`src/logic/ebps_pkg.sv`:
```
package ebps_pkg;
   // ************************************************************
   // Widths
   // ************************************************************
   localparam int NPIN   = 32;
   localparam int NPORT  = 4;
   localparam int ADDR_W = 5;
   localparam int DATA_W = 8;

   // ************************************************************
   // Register offsets
   // ************************************************************
   localparam logic [4:0] OFF_CTRL   = 5'h00;
   localparam logic [4:0] OFF_HADDR_CTL = 5'h01;
   localparam logic [4:0] OFF_PDATA  = 5'h02;
   localparam logic [4:0] OFF_PDIR   = 5'h06;
   localparam logic [4:0] OFF_PPU    = 5'h0a;
   localparam logic [4:0] OFF_PIN    = 5'h0e;
   localparam logic [4:0] OFF_STATUS = 5'h12;

   // ************************************************************
   // Control fields and reset values
   // ************************************************************
   localparam int CTRL_WR_EN   = 0;
   localparam int CTRL_WR_HI_EN = 1;
   localparam int CTRL_HOLD_EN = 2;
   localparam int CTRL_RDY_EN  = 3;
   localparam int CTRL_CLK_EN  = 4;
   localparam int CTRL_BUS16   = 5;
   localparam logic [7:0] CTRL_RST = 8'h00;
   localparam logic [7:0] HADDR_CTL_RST = 8'h00;
   localparam logic [7:0] PORT_RST = 8'h00;

   // Status fields
   localparam int STAT_MODE   = 0;
   localparam int STAT_EXT    = 3;
   localparam int STAT_BUSCLK = 4;

   // Mode strap code meaning single-chip operation
   localparam logic [2:0] MODE_SINGLE_CHIP = 3'h3;

   // ************************************************************
   // Pin indexes
   // ************************************************************
   localparam int PIN_HADDR = 16;
   localparam int PIN_ALE   = 24;
   localparam int PIN_RD    = 25;
   localparam int PIN_WR_LO    = 26;
   localparam int PIN_WR_HI    = 27;
   localparam int PIN_HOLD_REQ = 28;
   localparam int PIN_HOLD_ACK = 29;
   localparam int PIN_RDY   = 30;
   localparam int PIN_CLK   = 31;

   typedef enum logic [1:0] {ST_SYNC_A, ST_SYNC_B, ST_STRAP, ST_RUN} ebps_state_t;
endpackage

```
`src/logic/ebps_sync.sv`:
```
module ebps_sync
   import ebps_pkg::*;
#(
   parameter int W = 1
)
(
   input  wire logic         clk,   // Machine clock
   input  wire logic         nrst,  // Async reset, active low
   input  wire logic [W-1:0] d,     // Asynchronous input
   output logic      [W-1:0] q      // Synchronised output
);
   logic [W-1:0] meta_reg;
   logic [W-1:0] q_reg;

   always_ff @(posedge clk or negedge nrst)
   begin
      if (!nrst)
      begin
         meta_reg <= '0;
         q_reg    <= '0;
      end
      else
      begin
         meta_reg <= d;
         q_reg    <= meta_reg;
      end
   end

   assign q = q_reg;
endmodule // ebps_sync

```
`src/logic/ebps_pin_cell.sv`:
```
module ebps_pin_cell
   import ebps_pkg::*;
(
   input  wire logic clk,        // Machine clock
   input  wire logic nrst,       // Async reset, active low
   input  wire logic func_bus,   // Pin owned by the bus
   input  wire logic bus_out,    // Bus output level
   input  wire logic bus_drive,  // Bus drives the pin
   input  wire logic port_out,   // Port output level
   input  wire logic port_drive, // Port direction is output
   input  wire logic pull_en,    // Port pull-up request
   output logic      pin_out,    // Pin output level
   output logic      pin_oe_n,   // Pin driven when low
   output logic      pin_pu      // Pull-up connected
);
   logic out_reg,  out_next;
   logic oe_n_reg, oe_n_next;
   logic pu_reg,   pu_next;

   always_comb
   begin
      if (func_bus)
      begin
         out_next  = bus_out;
         oe_n_next = ~bus_drive;
         pu_next   = 1'b0;
      end
      else
      begin
         out_next  = port_out;
         oe_n_next = ~port_drive;
         // Pull-up only on an undriven port pin, it would fight the driver
         pu_next   = pull_en & ~port_drive;
      end
   end

   always_ff @(posedge clk or negedge nrst)
   begin
      if (!nrst)
      begin
         out_reg  <= 1'b0;
         oe_n_reg <= 1'b1;
         pu_reg   <= 1'b0;
      end
      else
      begin
         out_reg  <= out_next;
         oe_n_reg <= oe_n_next;
         pu_reg   <= pu_next;
      end
   end

   assign pin_out  = out_reg;
   assign pin_oe_n = oe_n_reg;
   assign pin_pu   = pu_reg;
endmodule // ebps_pin_cell

```
`src/logic/ebps_pin_select.sv`:
```
// Operation
// [RULE1] Single-chip: pins are ports, selectable pull-ups
// [RULE2] Bus on: sixteen pins carry address/data
// [RULE3] Upper address driven where control bit 0
// [RULE4] Upper address pin is port where bit 1
// [RULE5] Address latch strobe driven with bus on
// [RULE6] Read strobe driven with bus on
// [RULE7] Low write strobe needs bus and enable
// [RULE8] Low strobe: low byte, or sole strobe
// [RULE9] High strobe needs bus, 16-bit, enable
// [RULE10] Hold request accepted with bus and hold
// [RULE11] Hold acknowledge driven with bus and hold
// [RULE12] Ready sampled with bus and ready enabled
// [RULE13] Bus clock out with bus and clock enable
// [RULE14] Board ties mode straps to fixed levels
// [RULE15] Pin function follows settings next cycle
// [RULE16] Settings keep reset defaults until written
//
// Implementation choices: the plain strobed port and the address map.
module ebps_pin_select
   import ebps_pkg::*;
(
   input  wire logic              clk,           // Machine clock, 250 MHz
   input  wire logic              nrst,          // Async reset, active low
   input  wire logic [ADDR_W-1:0] reg_addr,      // Register address
   input  wire logic [DATA_W-1:0] reg_wdata,     // Register write data
   input  wire logic              reg_wr,        // Write strobe
   input  wire logic              reg_rd,        // Read strobe
   output logic      [DATA_W-1:0] reg_rdata,     // Read data, cycle after rd
   input  wire logic              mode_select_0, // Mode strap 0
   input  wire logic              mode_select_1, // Mode strap 1
   input  wire logic              mode_select_2, // Mode strap 2
   input  wire logic              bus_clk_in,    // Bus clock from timing core
   input  wire logic [23:0]       core_addr,     // Bus address
   input  wire logic [15:0]       core_ad_out,   // Address/data to drive
   input  wire logic              core_ad_drive, // Drive address/data pins
   input  wire logic              core_ale,      // Address latch strobe
   input  wire logic              core_rd_n,     // Read strobe, active low
   input  wire logic              core_wr_lo_n,  // Low write strobe
   input  wire logic              core_wr_hi_n,  // High write strobe
   input  wire logic              core_hold_ack, // Hold acknowledge
   output logic      [15:0]       core_ad_in,    // Sampled address/data
   output logic                   core_hold_req, // Hold request seen
   output logic                   core_rdy,      // External ready
   output logic                   ext_bus_on,    // External bus mode
   output logic                   bus16_on,      // 16-bit bus selected
   input  wire logic [NPIN-1:0]   pin_in,        // Pin input levels
   output logic      [NPIN-1:0]   pin_out,       // Pin output levels
   output logic      [NPIN-1:0]   pin_oe_n,      // Pin driven when low
   output logic      [NPIN-1:0]   pin_pu_en      // Pull-up connected
);
   // ************************************************************
   // Synchronisers
   // ************************************************************
   logic [2:0]      mode_sync;
   logic [NPIN-1:0] pin_sync;
   logic            bclk_sync;

   ebps_sync #(.W(3)) u_mode_sync
   (
      .clk  (clk),
      .nrst (nrst),
      .d    ({mode_select_2, mode_select_1, mode_select_0}),
      .q    (mode_sync)
   );

   ebps_sync #(.W(NPIN)) u_pin_sync
   (
      .clk  (clk),
      .nrst (nrst),
      .d    (pin_in),
      .q    (pin_sync)
   );

   ebps_sync #(.W(1)) u_bclk_sync
   (
      .clk  (clk),
      .nrst (nrst),
      .d    (bus_clk_in),
      .q    (bclk_sync)
   );

   // ************************************************************
   // Mode strap capture
   // ************************************************************
   // Straps are caught once after reset; they must not move later
   ebps_state_t state_reg, state_next;
   logic [2:0]  mode_reg,  mode_next;
   logic        ext_reg,   ext_next;

   always_comb
   begin
      state_next = state_reg;
      mode_next  = mode_reg;
      ext_next   = ext_reg;
      case (state_reg)
         ST_SYNC_A: state_next = ST_SYNC_B;  // Strap synchroniser was reset, let it fill
         ST_SYNC_B: state_next = ST_STRAP;
         ST_STRAP:
         begin
            mode_next  = mode_sync;                      // RULE14
            ext_next   = (mode_sync != MODE_SINGLE_CHIP);
            state_next = ST_RUN;
         end
         ST_RUN: state_next = ST_RUN;
         default: state_next = ST_SYNC_A;
      endcase
   end

   always_ff @(posedge clk or negedge nrst)
   begin
      if (!nrst)
      begin
         state_reg <= ST_SYNC_A;
         mode_reg  <= 3'h0;
         ext_reg   <= 1'b0;
      end
      else
      begin
         state_reg <= state_next;
         mode_reg  <= mode_next;
         ext_reg   <= ext_next;
      end
   end

   // ************************************************************
   // Register file
   // ************************************************************
   logic [7:0]       ctrl_reg,  ctrl_next;
   logic [7:0]       haddr_ctl_reg, haddr_ctl_next;
   logic [3:0][7:0]  pdata_reg, pdata_next;
   logic [3:0][7:0]  pdir_reg,  pdir_next;
   logic [3:0][7:0]  ppu_reg,   ppu_next;
   logic [7:0]       rdata_reg, rdata_next;

   always_comb
   begin
      ctrl_next  = ctrl_reg;
      haddr_ctl_next = haddr_ctl_reg;
      pdata_next = pdata_reg;
      pdir_next  = pdir_reg;
      ppu_next   = ppu_reg;
      rdata_next = 8'h00;
      // Only software writes move a setting
      if (reg_wr)                                         // RULE16
      begin
         for (int p = 0; p < NPORT; p++)
         begin
            if (reg_addr == OFF_PDATA + 5'(p))
               pdata_next[p] = reg_wdata;
            if (reg_addr == OFF_PDIR + 5'(p))
               pdir_next[p] = reg_wdata;
            if (reg_addr == OFF_PPU + 5'(p))
               ppu_next[p] = reg_wdata;                 // RULE1
         end
         if (reg_addr == OFF_CTRL)
            ctrl_next = reg_wdata;
         if (reg_addr == OFF_HADDR_CTL)
            haddr_ctl_next = reg_wdata;
      end
      if (reg_rd)
      begin
         for (int p = 0; p < NPORT; p++)
         begin
            if (reg_addr == OFF_PDATA + 5'(p))
               rdata_next = pdata_reg[p];
            if (reg_addr == OFF_PDIR + 5'(p))
               rdata_next = pdir_reg[p];
            if (reg_addr == OFF_PPU + 5'(p))
               rdata_next = ppu_reg[p];
            if (reg_addr == OFF_PIN + 5'(p))
               rdata_next = pin_sync[p*8 +: 8];
         end
         if (reg_addr == OFF_CTRL)
            rdata_next = ctrl_reg;
         if (reg_addr == OFF_HADDR_CTL)
            rdata_next = haddr_ctl_reg;
         if (reg_addr == OFF_STATUS)
            rdata_next = {3'h0, bclk_sync, ext_reg, mode_reg};
      end
   end

   always_ff @(posedge clk or negedge nrst)
   begin
      if (!nrst)
      begin
         ctrl_reg  <= CTRL_RST;                           // RULE16
         haddr_ctl_reg <= HADDR_CTL_RST;
         pdata_reg <= {NPORT{PORT_RST}};
         pdir_reg  <= {NPORT{PORT_RST}};
         ppu_reg   <= {NPORT{PORT_RST}};
         rdata_reg <= 8'h00;
      end
      else
      begin
         ctrl_reg  <= ctrl_next;
         haddr_ctl_reg <= haddr_ctl_next;
         pdata_reg <= pdata_next;
         pdir_reg  <= pdir_next;
         ppu_reg   <= ppu_next;
         rdata_reg <= rdata_next;
      end
   end

   // ************************************************************
   // Pin function selection
   // ************************************************************
   logic            wr_on, wr_hi_on, hold_on, rdy_on, clk_on, b16;
   logic [NPIN-1:0] fsel, bout, bdrv;

   assign b16     = ctrl_reg[CTRL_BUS16];
   assign wr_on   = ext_reg & ctrl_reg[CTRL_WR_EN];
   assign wr_hi_on = ext_reg & b16 & ctrl_reg[CTRL_WR_HI_EN];
   assign hold_on = ext_reg & ctrl_reg[CTRL_HOLD_EN];
   assign rdy_on  = ext_reg & ctrl_reg[CTRL_RDY_EN];
   assign clk_on  = ext_reg & ctrl_reg[CTRL_CLK_EN];

   // Pure decode of settings; the pin cells register it once
   always_comb                                             // RULE15
   begin
      fsel = '0;
      bout = '0;
      bdrv = '0;
      for (int i = 0; i < 16; i++)
      begin
         fsel[i] = ext_reg;                                // RULE2
         bout[i] = core_ad_out[i];
         bdrv[i] = core_ad_drive;
      end
      for (int i = 0; i < 8; i++)
      begin
         fsel[PIN_HADDR+i] = ext_reg & ~haddr_ctl_reg[i];   // RULE3 RULE4
         bout[PIN_HADDR+i] = core_addr[16+i];
         bdrv[PIN_HADDR+i] = 1'b1;
      end
      fsel[PIN_ALE] = ext_reg;                             // RULE5
      bout[PIN_ALE] = core_ale;
      bdrv[PIN_ALE] = 1'b1;
      fsel[PIN_RD]  = ext_reg;                             // RULE6
      bout[PIN_RD]  = core_rd_n;
      bdrv[PIN_RD]  = 1'b1;
      // Same pin is the only write strobe on an 8-bit bus
      fsel[PIN_WR_LO] = wr_on;                             // RULE7 RULE8
      bout[PIN_WR_LO] = core_wr_lo_n;
      bdrv[PIN_WR_LO] = 1'b1;
      fsel[PIN_WR_HI] = wr_hi_on;                          // RULE9
      bout[PIN_WR_HI] = core_wr_hi_n;
      bdrv[PIN_WR_HI] = 1'b1;
      fsel[PIN_HOLD_REQ] = hold_on;                        // RULE10
      fsel[PIN_HOLD_ACK] = hold_on;                        // RULE11
      bout[PIN_HOLD_ACK] = core_hold_ack;
      bdrv[PIN_HOLD_ACK] = 1'b1;
      fsel[PIN_RDY] = rdy_on;                              // RULE12
      fsel[PIN_CLK] = clk_on;                              // RULE13
      bout[PIN_CLK] = bclk_sync;
      bdrv[PIN_CLK] = 1'b1;
   end

   genvar g;
   generate
      for (g = 0; g < NPIN; g++)
      begin : g_pin
         ebps_pin_cell u_cell
         (
            .clk        (clk),
            .nrst       (nrst),
            .func_bus   (fsel[g]),
            .bus_out    (bout[g]),
            .bus_drive  (bdrv[g]),
            .port_out   (pdata_reg[g/8][g%8]),
            .port_drive (pdir_reg[g/8][g%8]),
            .pull_en    (ppu_reg[g/8][g%8]),
            .pin_out    (pin_out[g]),
            .pin_oe_n   (pin_oe_n[g]),
            .pin_pu     (pin_pu_en[g])
         );
      end
   endgenerate

   // ************************************************************
   // Inputs back to the bus core
   // ************************************************************
   logic [15:0] adin_reg;
   logic        hreq_reg, hreq_next;
   logic        rdy_reg, rdy_next;
   logic        ext_o_reg, b16_reg;

   always_comb
   begin
      hreq_next = hold_on & pin_sync[PIN_HOLD_REQ];        // RULE10
      // Without the ready function every cycle counts as ready
      rdy_next = rdy_on ? pin_sync[PIN_RDY] : 1'b1;        // RULE12
   end

   always_ff @(posedge clk or negedge nrst)
   begin
      if (!nrst)
      begin
         adin_reg  <= 16'h0000;
         hreq_reg  <= 1'b0;
         rdy_reg   <= 1'b1;
         ext_o_reg <= 1'b0;
         b16_reg   <= 1'b0;
      end
      else
      begin
         adin_reg  <= pin_sync[15:0];
         hreq_reg  <= hreq_next;
         rdy_reg   <= rdy_next;
         ext_o_reg <= ext_reg;
         b16_reg   <= b16;
      end
   end

   assign reg_rdata  = rdata_reg;
   assign core_ad_in = adin_reg;
   assign core_hold_req = hreq_reg;
   assign core_rdy   = rdy_reg;
   assign ext_bus_on = ext_o_reg;
   assign bus16_on   = b16_reg;

   // ************************************************************
   // Assertions
   // ************************************************************
   ad_bus_drive_a: assert property (@(posedge clk) disable iff (!nrst) // RULE2
      (ext_reg && core_ad_drive) |=>
      (pin_oe_n[15:0] == 16'h0000 && pin_out[15:0] == $past(core_ad_out)))
      else $error("address/data pins not driven");
   haddr_drive_a: assert property (@(posedge clk) disable iff (!nrst) // RULE3
      (ext_reg && !haddr_ctl_reg[0]) |=>
      (!pin_oe_n[PIN_HADDR] && pin_out[PIN_HADDR] == $past(core_addr[16])))
      else $error("upper address not driven");
   haddr_port_a: assert property (@(posedge clk) disable iff (!nrst) // RULE4
      (ext_reg && haddr_ctl_reg[7] && !pdir_reg[2][7]) |=> pin_oe_n[PIN_HADDR+7])
      else $error("released upper address pin driven");
   ale_out_a: assert property (@(posedge clk) disable iff (!nrst) // RULE5
      ext_reg |=> (!pin_oe_n[PIN_ALE] && pin_out[PIN_ALE] == $past(core_ale)))
      else $error("latch strobe missing");
   rd_strobe_a: assert property (@(posedge clk) disable iff (!nrst) // RULE6
      ext_reg |=> (pin_out[PIN_RD] == $past(core_rd_n)))
      else $error("read strobe wrong");
   wr_lo_gate_a: assert property (@(posedge clk) disable iff (!nrst) // RULE7
      (!wr_on && !pdir_reg[3][2]) |=> pin_oe_n[PIN_WR_LO])
      else $error("low write strobe driven while off");
   wr_hi_gate_a: assert property (@(posedge clk) disable iff (!nrst) // RULE9
      (ext_reg && !b16 && !pdir_reg[3][3]) |=> pin_oe_n[PIN_WR_HI])
      else $error("high write strobe on 8-bit bus");
   hold_req_a: assert property (@(posedge clk) disable iff (!nrst) // RULE10
      !hold_on |=> !core_hold_req)
      else $error("hold request accepted while off");
   rdy_sample_a: assert property (@(posedge clk) disable iff (!nrst) // RULE12
      rdy_on |=> (core_rdy == $past(pin_sync[PIN_RDY])))
      else $error("ready not sampled");
   clk_out_a: assert property (@(posedge clk) disable iff (!nrst) // RULE13
      clk_on |=> (!pin_oe_n[PIN_CLK] && pin_out[PIN_CLK] == $past(bclk_sync)))
      else $error("bus clock not output");
   port_mode_a: assert property (@(posedge clk) disable iff (!nrst) // RULE1
      (!ext_reg && pdir_reg[0][0]) |=>
      (!pin_oe_n[0] && pin_out[0] == $past(pdata_reg[0][0])))
      else $error("single-chip port pin wrong");
   ctrl_hold_a: assert property (@(posedge clk) disable iff (!nrst) // RULE16
      !reg_wr |=> ($stable(ctrl_reg) && $stable(haddr_ctl_reg)))
      else $error("setting changed without a write");

   ext_drive_c: cover property (@(posedge clk) disable iff (!nrst)
      ext_reg && core_ad_drive);
   haddr_port_c: cover property (@(posedge clk) disable iff (!nrst)
      ext_reg && haddr_ctl_reg != 8'h00);
   hold_c: cover property (@(posedge clk) disable iff (!nrst) hold_on && core_hold_req);
   wr_hi_c: cover property (@(posedge clk) disable iff (!nrst) wr_hi_on);
endmodule // ebps_pin_select

```
`config.mk`:
```
export PLATFORM = sky130hd
export DESIGN_NAME = ebps_pin_select
export DESIGN_NICKNAME = d
export VERILOG_FILES = /design/src/logic/ebps_pkg.sv /design/src/logic/ebps_sync.sv /design/src/logic/ebps_pin_cell.sv /design/src/logic/ebps_pin_select.sv
export SDC_FILE = /design/constraint.sdc
export NUM_CORES = 1
export LEC_CHECK = 0
export BUFFER_PORTS_ARGS = -buffer_cell sky130_fd_sc_hd__buf_4
export CAP_MARGIN = 20
export CORE_ASPECT_RATIO = 1.4
export CORE_UTILIZATION = 41
export DETAILED_ROUTE_END_ITERATION = 12
export GPL_TIMING_DRIVEN = 0
export PLACE_DENSITY = 0.63
export SLEW_MARGIN = 20
export SYNTH_ARGS = -nofsm -noshare
export SYNTH_HDL_FRONTEND = slang
export SYNTH_SLANG_ARGS = --single-unit
```
`constraint.sdc`:
```
create_clock -name clk -period 2.2 [get_ports clk]
set_clock_uncertainty 0.15 [all_clocks]
set_input_delay 0.11 -clock clk [delete_from_list [all_inputs] [get_ports clk]]
set_output_delay 0.11 -clock clk [all_outputs]
set_load 0.02 [all_outputs]
```
==> impl_metrics.env, run 1 <==
export IMPL_pin_count=223
export IMPL_syn_area_per_cell_um2=13.2
export IMPL_synth_main_ff_cell="dfrtp_1"
export IMPL_drt_wl_total_um=41700
export IMPL_utilization_pct=54.3
export IMPL_die_y_um=215
export IMPL_grt_max_degree=103
export IMPL_hpwl_um=30800
export IMPL_post_drt_wl_per_cell_um=24.0
export IMPL_cp_max_fo=4
export IMPL_leakage_nw=7.98
export IMPL_max_freq_mhz=479
export IMPL_drt_iter0_markers=485
export IMPL_vias=9225
export IMPL_syn_nets=1100
export IMPL_ys_seq_area_share_pct=59.6
export IMPL_slew_headroom_pct=32.4
export IMPL_post_drt_via_cell_ratio=5.32
export IMPL_yosysTopAreaCell="dfrtp_1"
export IMPL_layout_drive_gt1_share_pct=45.0
export IMPL_die_area_mm2=0.0330
export IMPL_regToRegStartpoint="pdir_reg[5]$_DFFE_PN0P_"
export IMPL_syn_to_final_growth_pct=29.9
export IMPL_insertion_delay_ns=0.57
export IMPL_fin_nets=1416
export IMPL_fin_crit_sh_pct=95.0
export IMPL_h_tree_depth=1
export IMPL_worstSetupStartpoint="pdir_reg[5]$_DFFE_PN0P_"
export IMPL_n_antenna_cell=0
export IMPL_worst_r2r_setup_slack_ns=0.11
export IMPL_io_buffers=204
export IMPL_cp_arrival_ns=2.34
export IMPL_synth_distinct_cells=81
export IMPL_crit_type="flip-flop to flip-flop"
export IMPL_post_cts_setup_buffers=0
export IMPL_rsz0062_at_grt="false"
export IMPL_drv_cap=0
export IMPL_synthArstFlopShare_pct=100
export IMPL_cts_buffers=29
export IMPL_crit_end="reg_rdata[5]$_DFF_PN0_"
export IMPL_required_ns=2.45
export IMPL_rows=77
export IMPL_grt_pass1_wl_um=61500
export IMPL_synth_area_mm2=0.0132
export IMPL_layout_commonest_cell="buf_4"
export IMPL_die_x_um=154
export IMPL_tritoncts="built"
export IMPL_reg2reg_depth=5
export IMPL_finalSetupViolCount=0
export IMPL_core_area_mm2=0.0317
export IMPL_yosys_warnings=0
export IMPL_cts_reportedPaths_clkPinSlew_ns=0.07
export IMPL_grt_pass1_vias=9670
export IMPL_netlist_instances=1001
export IMPL_powerDensity_mw_per_mm2=885
export IMPL_worstMarginPinSlew_ns=1.01
export IMPL_end_kind="flip-flop"
export IMPL_layout_common_cells="307 x buf_4, 281 x dfrtp_1, 148 x mux2_2, 77 x dlygate4sd3_1, 39 x a21oi_1"
export IMPL_grt_overflow=0
export IMPL_initial_core_util_pct=41.8
export IMPL_dp_cells=1603
export IMPL_antenna_found_initial=0
export IMPL_finalHoldViolCount=0
export IMPL_synth_edf_count=0
export IMPL_ys_ff_latch=314
export IMPL_antenna_left=0
export IMPL_drcViolationCount=0
export IMPL_place_congestion=0.948
export IMPL_ys_top_cells_by_area="dfrtp_1 53%, mux2_2 13%, dfstp_2 6.5%"
export IMPL_hold_path_class="primary input to flip-flop"
export IMPL_nFillCells=2705
export IMPL_cts_root_buffer="clkbuf_16"
export IMPL_final_max_slew_viol_count=0
export IMPL_timing_rr_end="reg_rdata[5]$_DFF_PN0_"
export IMPL_vdd_ir_drop_max_mv=0.732
export IMPL_status="completed"
export IMPL_synth_top_area_share_pct=53.1
export IMPL_cp_start_kind="flip-flop"
export IMPL_dr_pass1_iters=6
export IMPL_clock_path_buffers=3
export IMPL_stdcell_count=1735
export IMPL_clock_sinks=314
export IMPL_grtUsageTotal_pct=25.7
export IMPL_min_period_ns=2.09
==> where the power goes <==
group	leakage [nW]	switching [mW]	internal [mW]	total, mW
logic	3.62	1.26	1.37	2.63
registers	3.84	0.641	6.54	7.18
clock network	0.514	2.20	3.21	5.41
==> routing by layer <==
| layer | global-route usage [%] | vias to the layer above | wire (µm) | part of all wire (%) |
|---|---|---|---|---|
| met5 | 0 | - | 0 | 0 |
| met4 | 14.3 | 0 | 2390 | 5.7 |
| met3 | 2.87 | 94 | 1690 | 4.0 |
| met2 | 46.8 | 315 | 22000 | 53 |
| met1 | 29.1 | 4696 | 15500 | 37 |
| li1 | - | 4120 | - | - |
==> Yosys cell counts (15+ instances only) <==
master and number:
dfrtp_1 281, mux2_2 148, buf_4 104, a21oi_1 39, nor2_1 36, dfstp_2 33
o21ai_0 26, clkbuf_1 22, and2_1 21, nand2_1 18, nor3b_1 18, nand3_1 16
buf_2 15, nor3_1 15
==> stage by stage <==
stage | power [mW] | instance area, µm² | worst slack, ns | TNS (ns) | hold WS (ns)
after floorplan | 8.50 | 13200 | 0.466 | 0 | -0.336
after global placement | 9.74 | 15300 | -1.84 | -542.12 | 0.0692
after detailed placement | 9.79 | 15400 | -0.336 | -5.88 | -0.110
after CTS | 15.4 | 17200 | 0.0460 | 0 | 0.0280
after global routing | 15.8 | 17200 | 0.0287 | 0 | 0.0414
final | 15.2 | 17200 | 0.111 | 0 | 0.0473
==> how the worst min path moves through the flow <==
stage,startpoint,end,cells past startpoint
floorplan,nrst,bus16_on$_DFF_PN0_,0
global placement,pin_in[19],u_pin_sync.meta_reg[19]$_DFF_PN0_,1
detailed placement,nrst,u_mode_sync.meta_reg[0]$_DFF_PN0_,1
CTS,pin_in[30],u_pin_sync.meta_reg[30]$_DFF_PN0_,2
global route,pin_in[29],u_pin_sync.meta_reg[29]$_DFF_PN0_,2
finish,pin_in[5],u_pin_sync.meta_reg[5]$_DFF_PN0_,2
==> kinds of logic (layout without fill, tap and decap cells) <==
kind of cell / Yosys count / count (layout) / share of synthesized area [%]
flops: 314 / 314 / 59.6
simple gates: 204 / 204 / 9.82
compound gates: 163 / 163 / 8.76
mux: 161 / 161 / 13.8
buf+inv: 159 / 498 / 8.05
==> critical path, cell delays in order (launching register included) <==
cell and delay (ns):
dfrtp_1 0.41, mux4_2 0.52, a2bb2oi_1 0.21, a221oi_1 0.10, nor4b_2 0.42, a211oi_2 0.11
==> layout make-up <==
class | instances | area (µm²) | share of cell area [%]
Clock inverter | 17 | 223 | 1.29
Multi-Input combinational cell | 528 | 4290 | 24.9
Clock buffer | 37 | 816 | 4.74
Inverter | 6 | 22.5 | 0.131
Sequential cell | 314 | 7900 | 45.9
Timing Repair Buffer | 285 | 2410 | 14.0
Buffer | 153 | 1050 | 6.10
Tap cell | 395 | 494 | 2.87
==> what timing repair did <==
item	CTS	global route
endpoints found under the setup margin	29	9
resized for setup	4	2
hold buffers	78	0
endpoints found under the hold margin	309	0
No activity file was read; power rests on OpenSTA's default activity.
==> run 2: changes to the inputs <==
--- a/config.mk
+++ b/config.mk
@@ -11,8 +11,10 @@
 export CORE_UTILIZATION = 41
 export DETAILED_ROUTE_END_ITERATION = 12
 export GPL_TIMING_DRIVEN = 0
-export PLACE_DENSITY = 0.63
+export PLACE_DENSITY = 0.64
+export RECOVER_POWER = 50
 export SLEW_MARGIN = 20
 export SYNTH_ARGS = -nofsm -noshare
 export SYNTH_HDL_FRONTEND = slang
+export SYNTH_HIERARCHICAL = 1
 export SYNTH_SLANG_ARGS = --single-unit
==> impl_metrics.env, run 2 <==
export IMPL_fin_nets=1286
export IMPL_grt_pass1_vias=8743
export IMPL_timing_rr_end="g_pin[20].u_cell/pin_out$_DFF_PN0_"
export IMPL_cts_reportedPaths_clkPinSlew_ns=0.06
export IMPL_cp_start_kind="flip-flop"
export IMPL_h_tree_depth=1
export IMPL_cts_root_buffer="clkbuf_16"
export IMPL_route_met2_wl_um=18900
export IMPL_drt_iter0_markers=661
export IMPL_initial_core_util_pct=41.5
export IMPL_seq_area_mm2=0.00790
export IMPL_min_period_ns=2.09
export IMPL_die_area_mm2=0.0309
export IMPL_grt_overflow=0
export IMPL_hold_path_class="primary input to flip-flop"
export IMPL_post_drt_wl_per_cell_um=22.7
export IMPL_crit_type="flip-flop to flip-flop"
export IMPL_place_worst_setup_slack_ns=-0.809
export IMPL_finalHoldViolCount=0
export IMPL_rsz0062_at_grt="false"
export IMPL_synth_top_family_by_area="multiplexers"
export IMPL_slew_headroom_pct=31.8
export IMPL_synthArstFlopShare_pct=100
export IMPL_die_y_um=208
export IMPL_grt_max_degree=101
export IMPL_grt_pass1_wl_um=54500
export IMPL_layout_drive_gt1_share_pct=28.9
export IMPL_synthSimpleGateAreaFrac_pct=8.31
export IMPL_yosys_warnings=6
export IMPL_pin_count=223
export IMPL_vdd_ir_drop_max_mv=0.650
export IMPL_layout_common_cells="280 x dfrtp_1, 105 x clkbuf_1, 77 x buf_4, 77 x dlygate4sd3_1, 70 x mux2_2"
export IMPL_synth_common_cells="281 x dfrtp_1, 70 x mux2_2, 51 x mux2_1"
export IMPL_insertion_delay_ns=0.55
export IMPL_io_buffers=201
export IMPL_cp_arrival_ns=2.37
export IMPL_powerDensity_mw_per_mm2=895
export IMPL_synth_main_ff_cell="dfrtp_1"
export IMPL_clock_sinks=314
export IMPL_final_area_mm2=0.0159
export IMPL_netlist_instances=856
export IMPL_antenna_found_initial=2
export IMPL_end_kind="flip-flop"
export IMPL_min_delay_start="bus_clk_in"
export IMPL_layout_commonest_cell="dfrtp_1"
export IMPL_nFillCells=2589
export IMPL_max_freq_mhz=478
export IMPL_ys_ff_latch=314
export IMPL_fin_ws_ns=0.108
export IMPL_required_ns=2.48
export IMPL_cp_max_fo=18
export IMPL_reg2reg_depth=3
export IMPL_hold_depth=2
export IMPL_synth_compound_area_share_pct=7.22
export IMPL_worstMarginPinSlew_ns=1.02
export IMPL_clock_path_buffers=3
export IMPL_final_max_slew_viol_count=0
export IMPL_vias=8431
export IMPL_yosysTopAreaCell="dfrtp_1"
export IMPL_synthXorXnorAreaFrac_pct=0
export IMPL_status="completed"
export IMPL_post_drt_via_cell_ratio=5.29
export IMPL_rows=75
export IMPL_ys_top_cells_by_area="dfrtp_1 57%, dfstp_2 7.0%, mux2_2 6.4%"
export IMPL_synth_top_area_share_pct=56.7
export IMPL_die_x_um=149
export IMPL_wl_met3_um=1840
export IMPL_wl_met1_um=14000
export IMPL_synth_mux_area_share_pct=18.7
export IMPL_syn_area_per_cell_um2=14.5
export IMPL_drt_wl_total_um=36200
export IMPL_hpwl_um=25300
export IMPL_cp_slowest_cell="dfrtp_4"
export IMPL_tritoncts="built"
export IMPL_worst_r2r_setup_slack_ns=0.11
export IMPL_core_area_mm2=0.0298
export IMPL_syn_to_final_growth_pct=28.2
export IMPL_synth_distinct_cells=68
export IMPL_place_congestion=0.932
export IMPL_multiInputGateArea_mm2=0.00427
export IMPL_synth_area_mm2=0.0124
export IMPL_yosysMostFrequentCell="dfrtp_1"
export IMPL_dpl_cell_area_mm2=0.0145
export IMPL_cts_buffers=29
export IMPL_fin_crit_sh_pct=95.1
export IMPL_topRoutingLayerUsed="met4"
export IMPL_antenna_left=0
export IMPL_power_mw=14.2
export IMPL_ys_seq_area_share_pct=63.7
export IMPL_worstHoldEndpoint="u_bclk_sync/meta_reg$_DFF_PN0_"
export IMPL_drcViolationCount=0
export IMPL_drv_cap=0
export IMPL_synth_edf_count=0
export IMPL_synth_adder_area_share_pct=0
export IMPL_dr_pass1_iters=8
export IMPL_cp_cell_sequence="clkinv_2 -> nor2_1 -> mux2_4"
export IMPL_leakage_nw=7.14
export IMPL_finalSetupViolCount=0
export IMPL_regToRegStartpoint="ext_reg$_DFFE_PN0N_"
export IMPL_grtUsageTotal_pct=23.9
export IMPL_critical_path_max_stage_delay_ns=0.70
==> run 2: routing by layer <==
layer	vias up	track usage [%]
met5	-	0
li1	3777	-
met3	72	3.01
met4	0	9.89
met1	4270	28.9
met2	312	42.6
==> run 2: worst max-delay path by stage <==
stage	end	depth (start not counted)	slack (ns)	startpoint
finish	g_pin[20].u_cell/pin_out$_DFF_PN0_	3	0.11	ext_reg$_DFFE_PN0N_
detailed placement	g_pin[20].u_cell/pin_out$_DFF_PN0_	3	-0.81	ext_reg$_DFFE_PN0N_
floorplan	g_pin[18].u_cell/pin_out$_DFF_PN0_	3	0.09	ext_reg$_DFFE_PN0N_
global route	g_pin[20].u_cell/pin_out$_DFF_PN0_	3	0.06	ext_reg$_DFFE_PN0N_
global placement	ext_reg$_DFFE_PN0N_	1	-2.35	nrst
CTS	g_pin[20].u_cell/pin_out$_DFF_PN0_	3	0.06	ext_reg$_DFFE_PN0N_
==> run 2: power by group <==
| part | switching [mW] | total [mW] | internal, mW | leakage [nW] |
|---|---|---|---|---|
| clock | 2.22 | 4.92 | 2.70 | 0.449 |
| sequential | 0.577 | 7.11 | 6.54 | 3.84 |
| combinational | 1.16 | 2.19 | 1.03 | 2.85 |
| total | 3.96 | 14.2 | 10.3 | 7.14 |
==> run 2: area by class of cell <==
type	count	area share, %
diodes	1	0.0157
inverters	7	0.173
clock inverters	19	1.00
flip-flops and latches	314	49.7
repair buffers	284	12.9
multi-input cells	513	26.9
well taps	385	3.03
plain buffers	38	1.30
clock buffers	34	4.94
==> run 2: cell families (layout without fill, tap and decap cells) <==
family | after synthesis | count (layout)
compound gates | 123 | 123
buf+inv | 45 | 382
flops | 314 | 314
mux | 198 | 198
other cells | 2 | 19
simple gates | 174 | 174
==> run 2: repair_timing <==
action,4_1_cts,5_1_grt
setup buffers,2,0
gates resized for setup,1,0
hold endpoints to repair,334,0
endpoints found under the setup margin,27,0
hold buffers,78,0
==> run 2: per-stage QoR <==
stage	utilization, %	TNS (ns)	hold slack [ns]	std cells
2_1_floorplan	-	0	-0.336	872
6_report	53.3	0	0.0700	1595
3_3_place_gp	48.4	-542.37	0.0693	1458
3_5_place_dp	48.7	-16.31	-0.158	1461
5_1_grt	53.3	0	0.0614	1595
4_1_cts	54.7	0	0.0319	1594
==> run 2: critical path, delay by kind of cell (launching register included) <==
kind | cells | cell delay (ns)
buffers and inverters | 1 | 0.33
DFF | 1 | 0.70
muxes | 1 | 0.34
and+or+nand+nor | 1 | 0.44
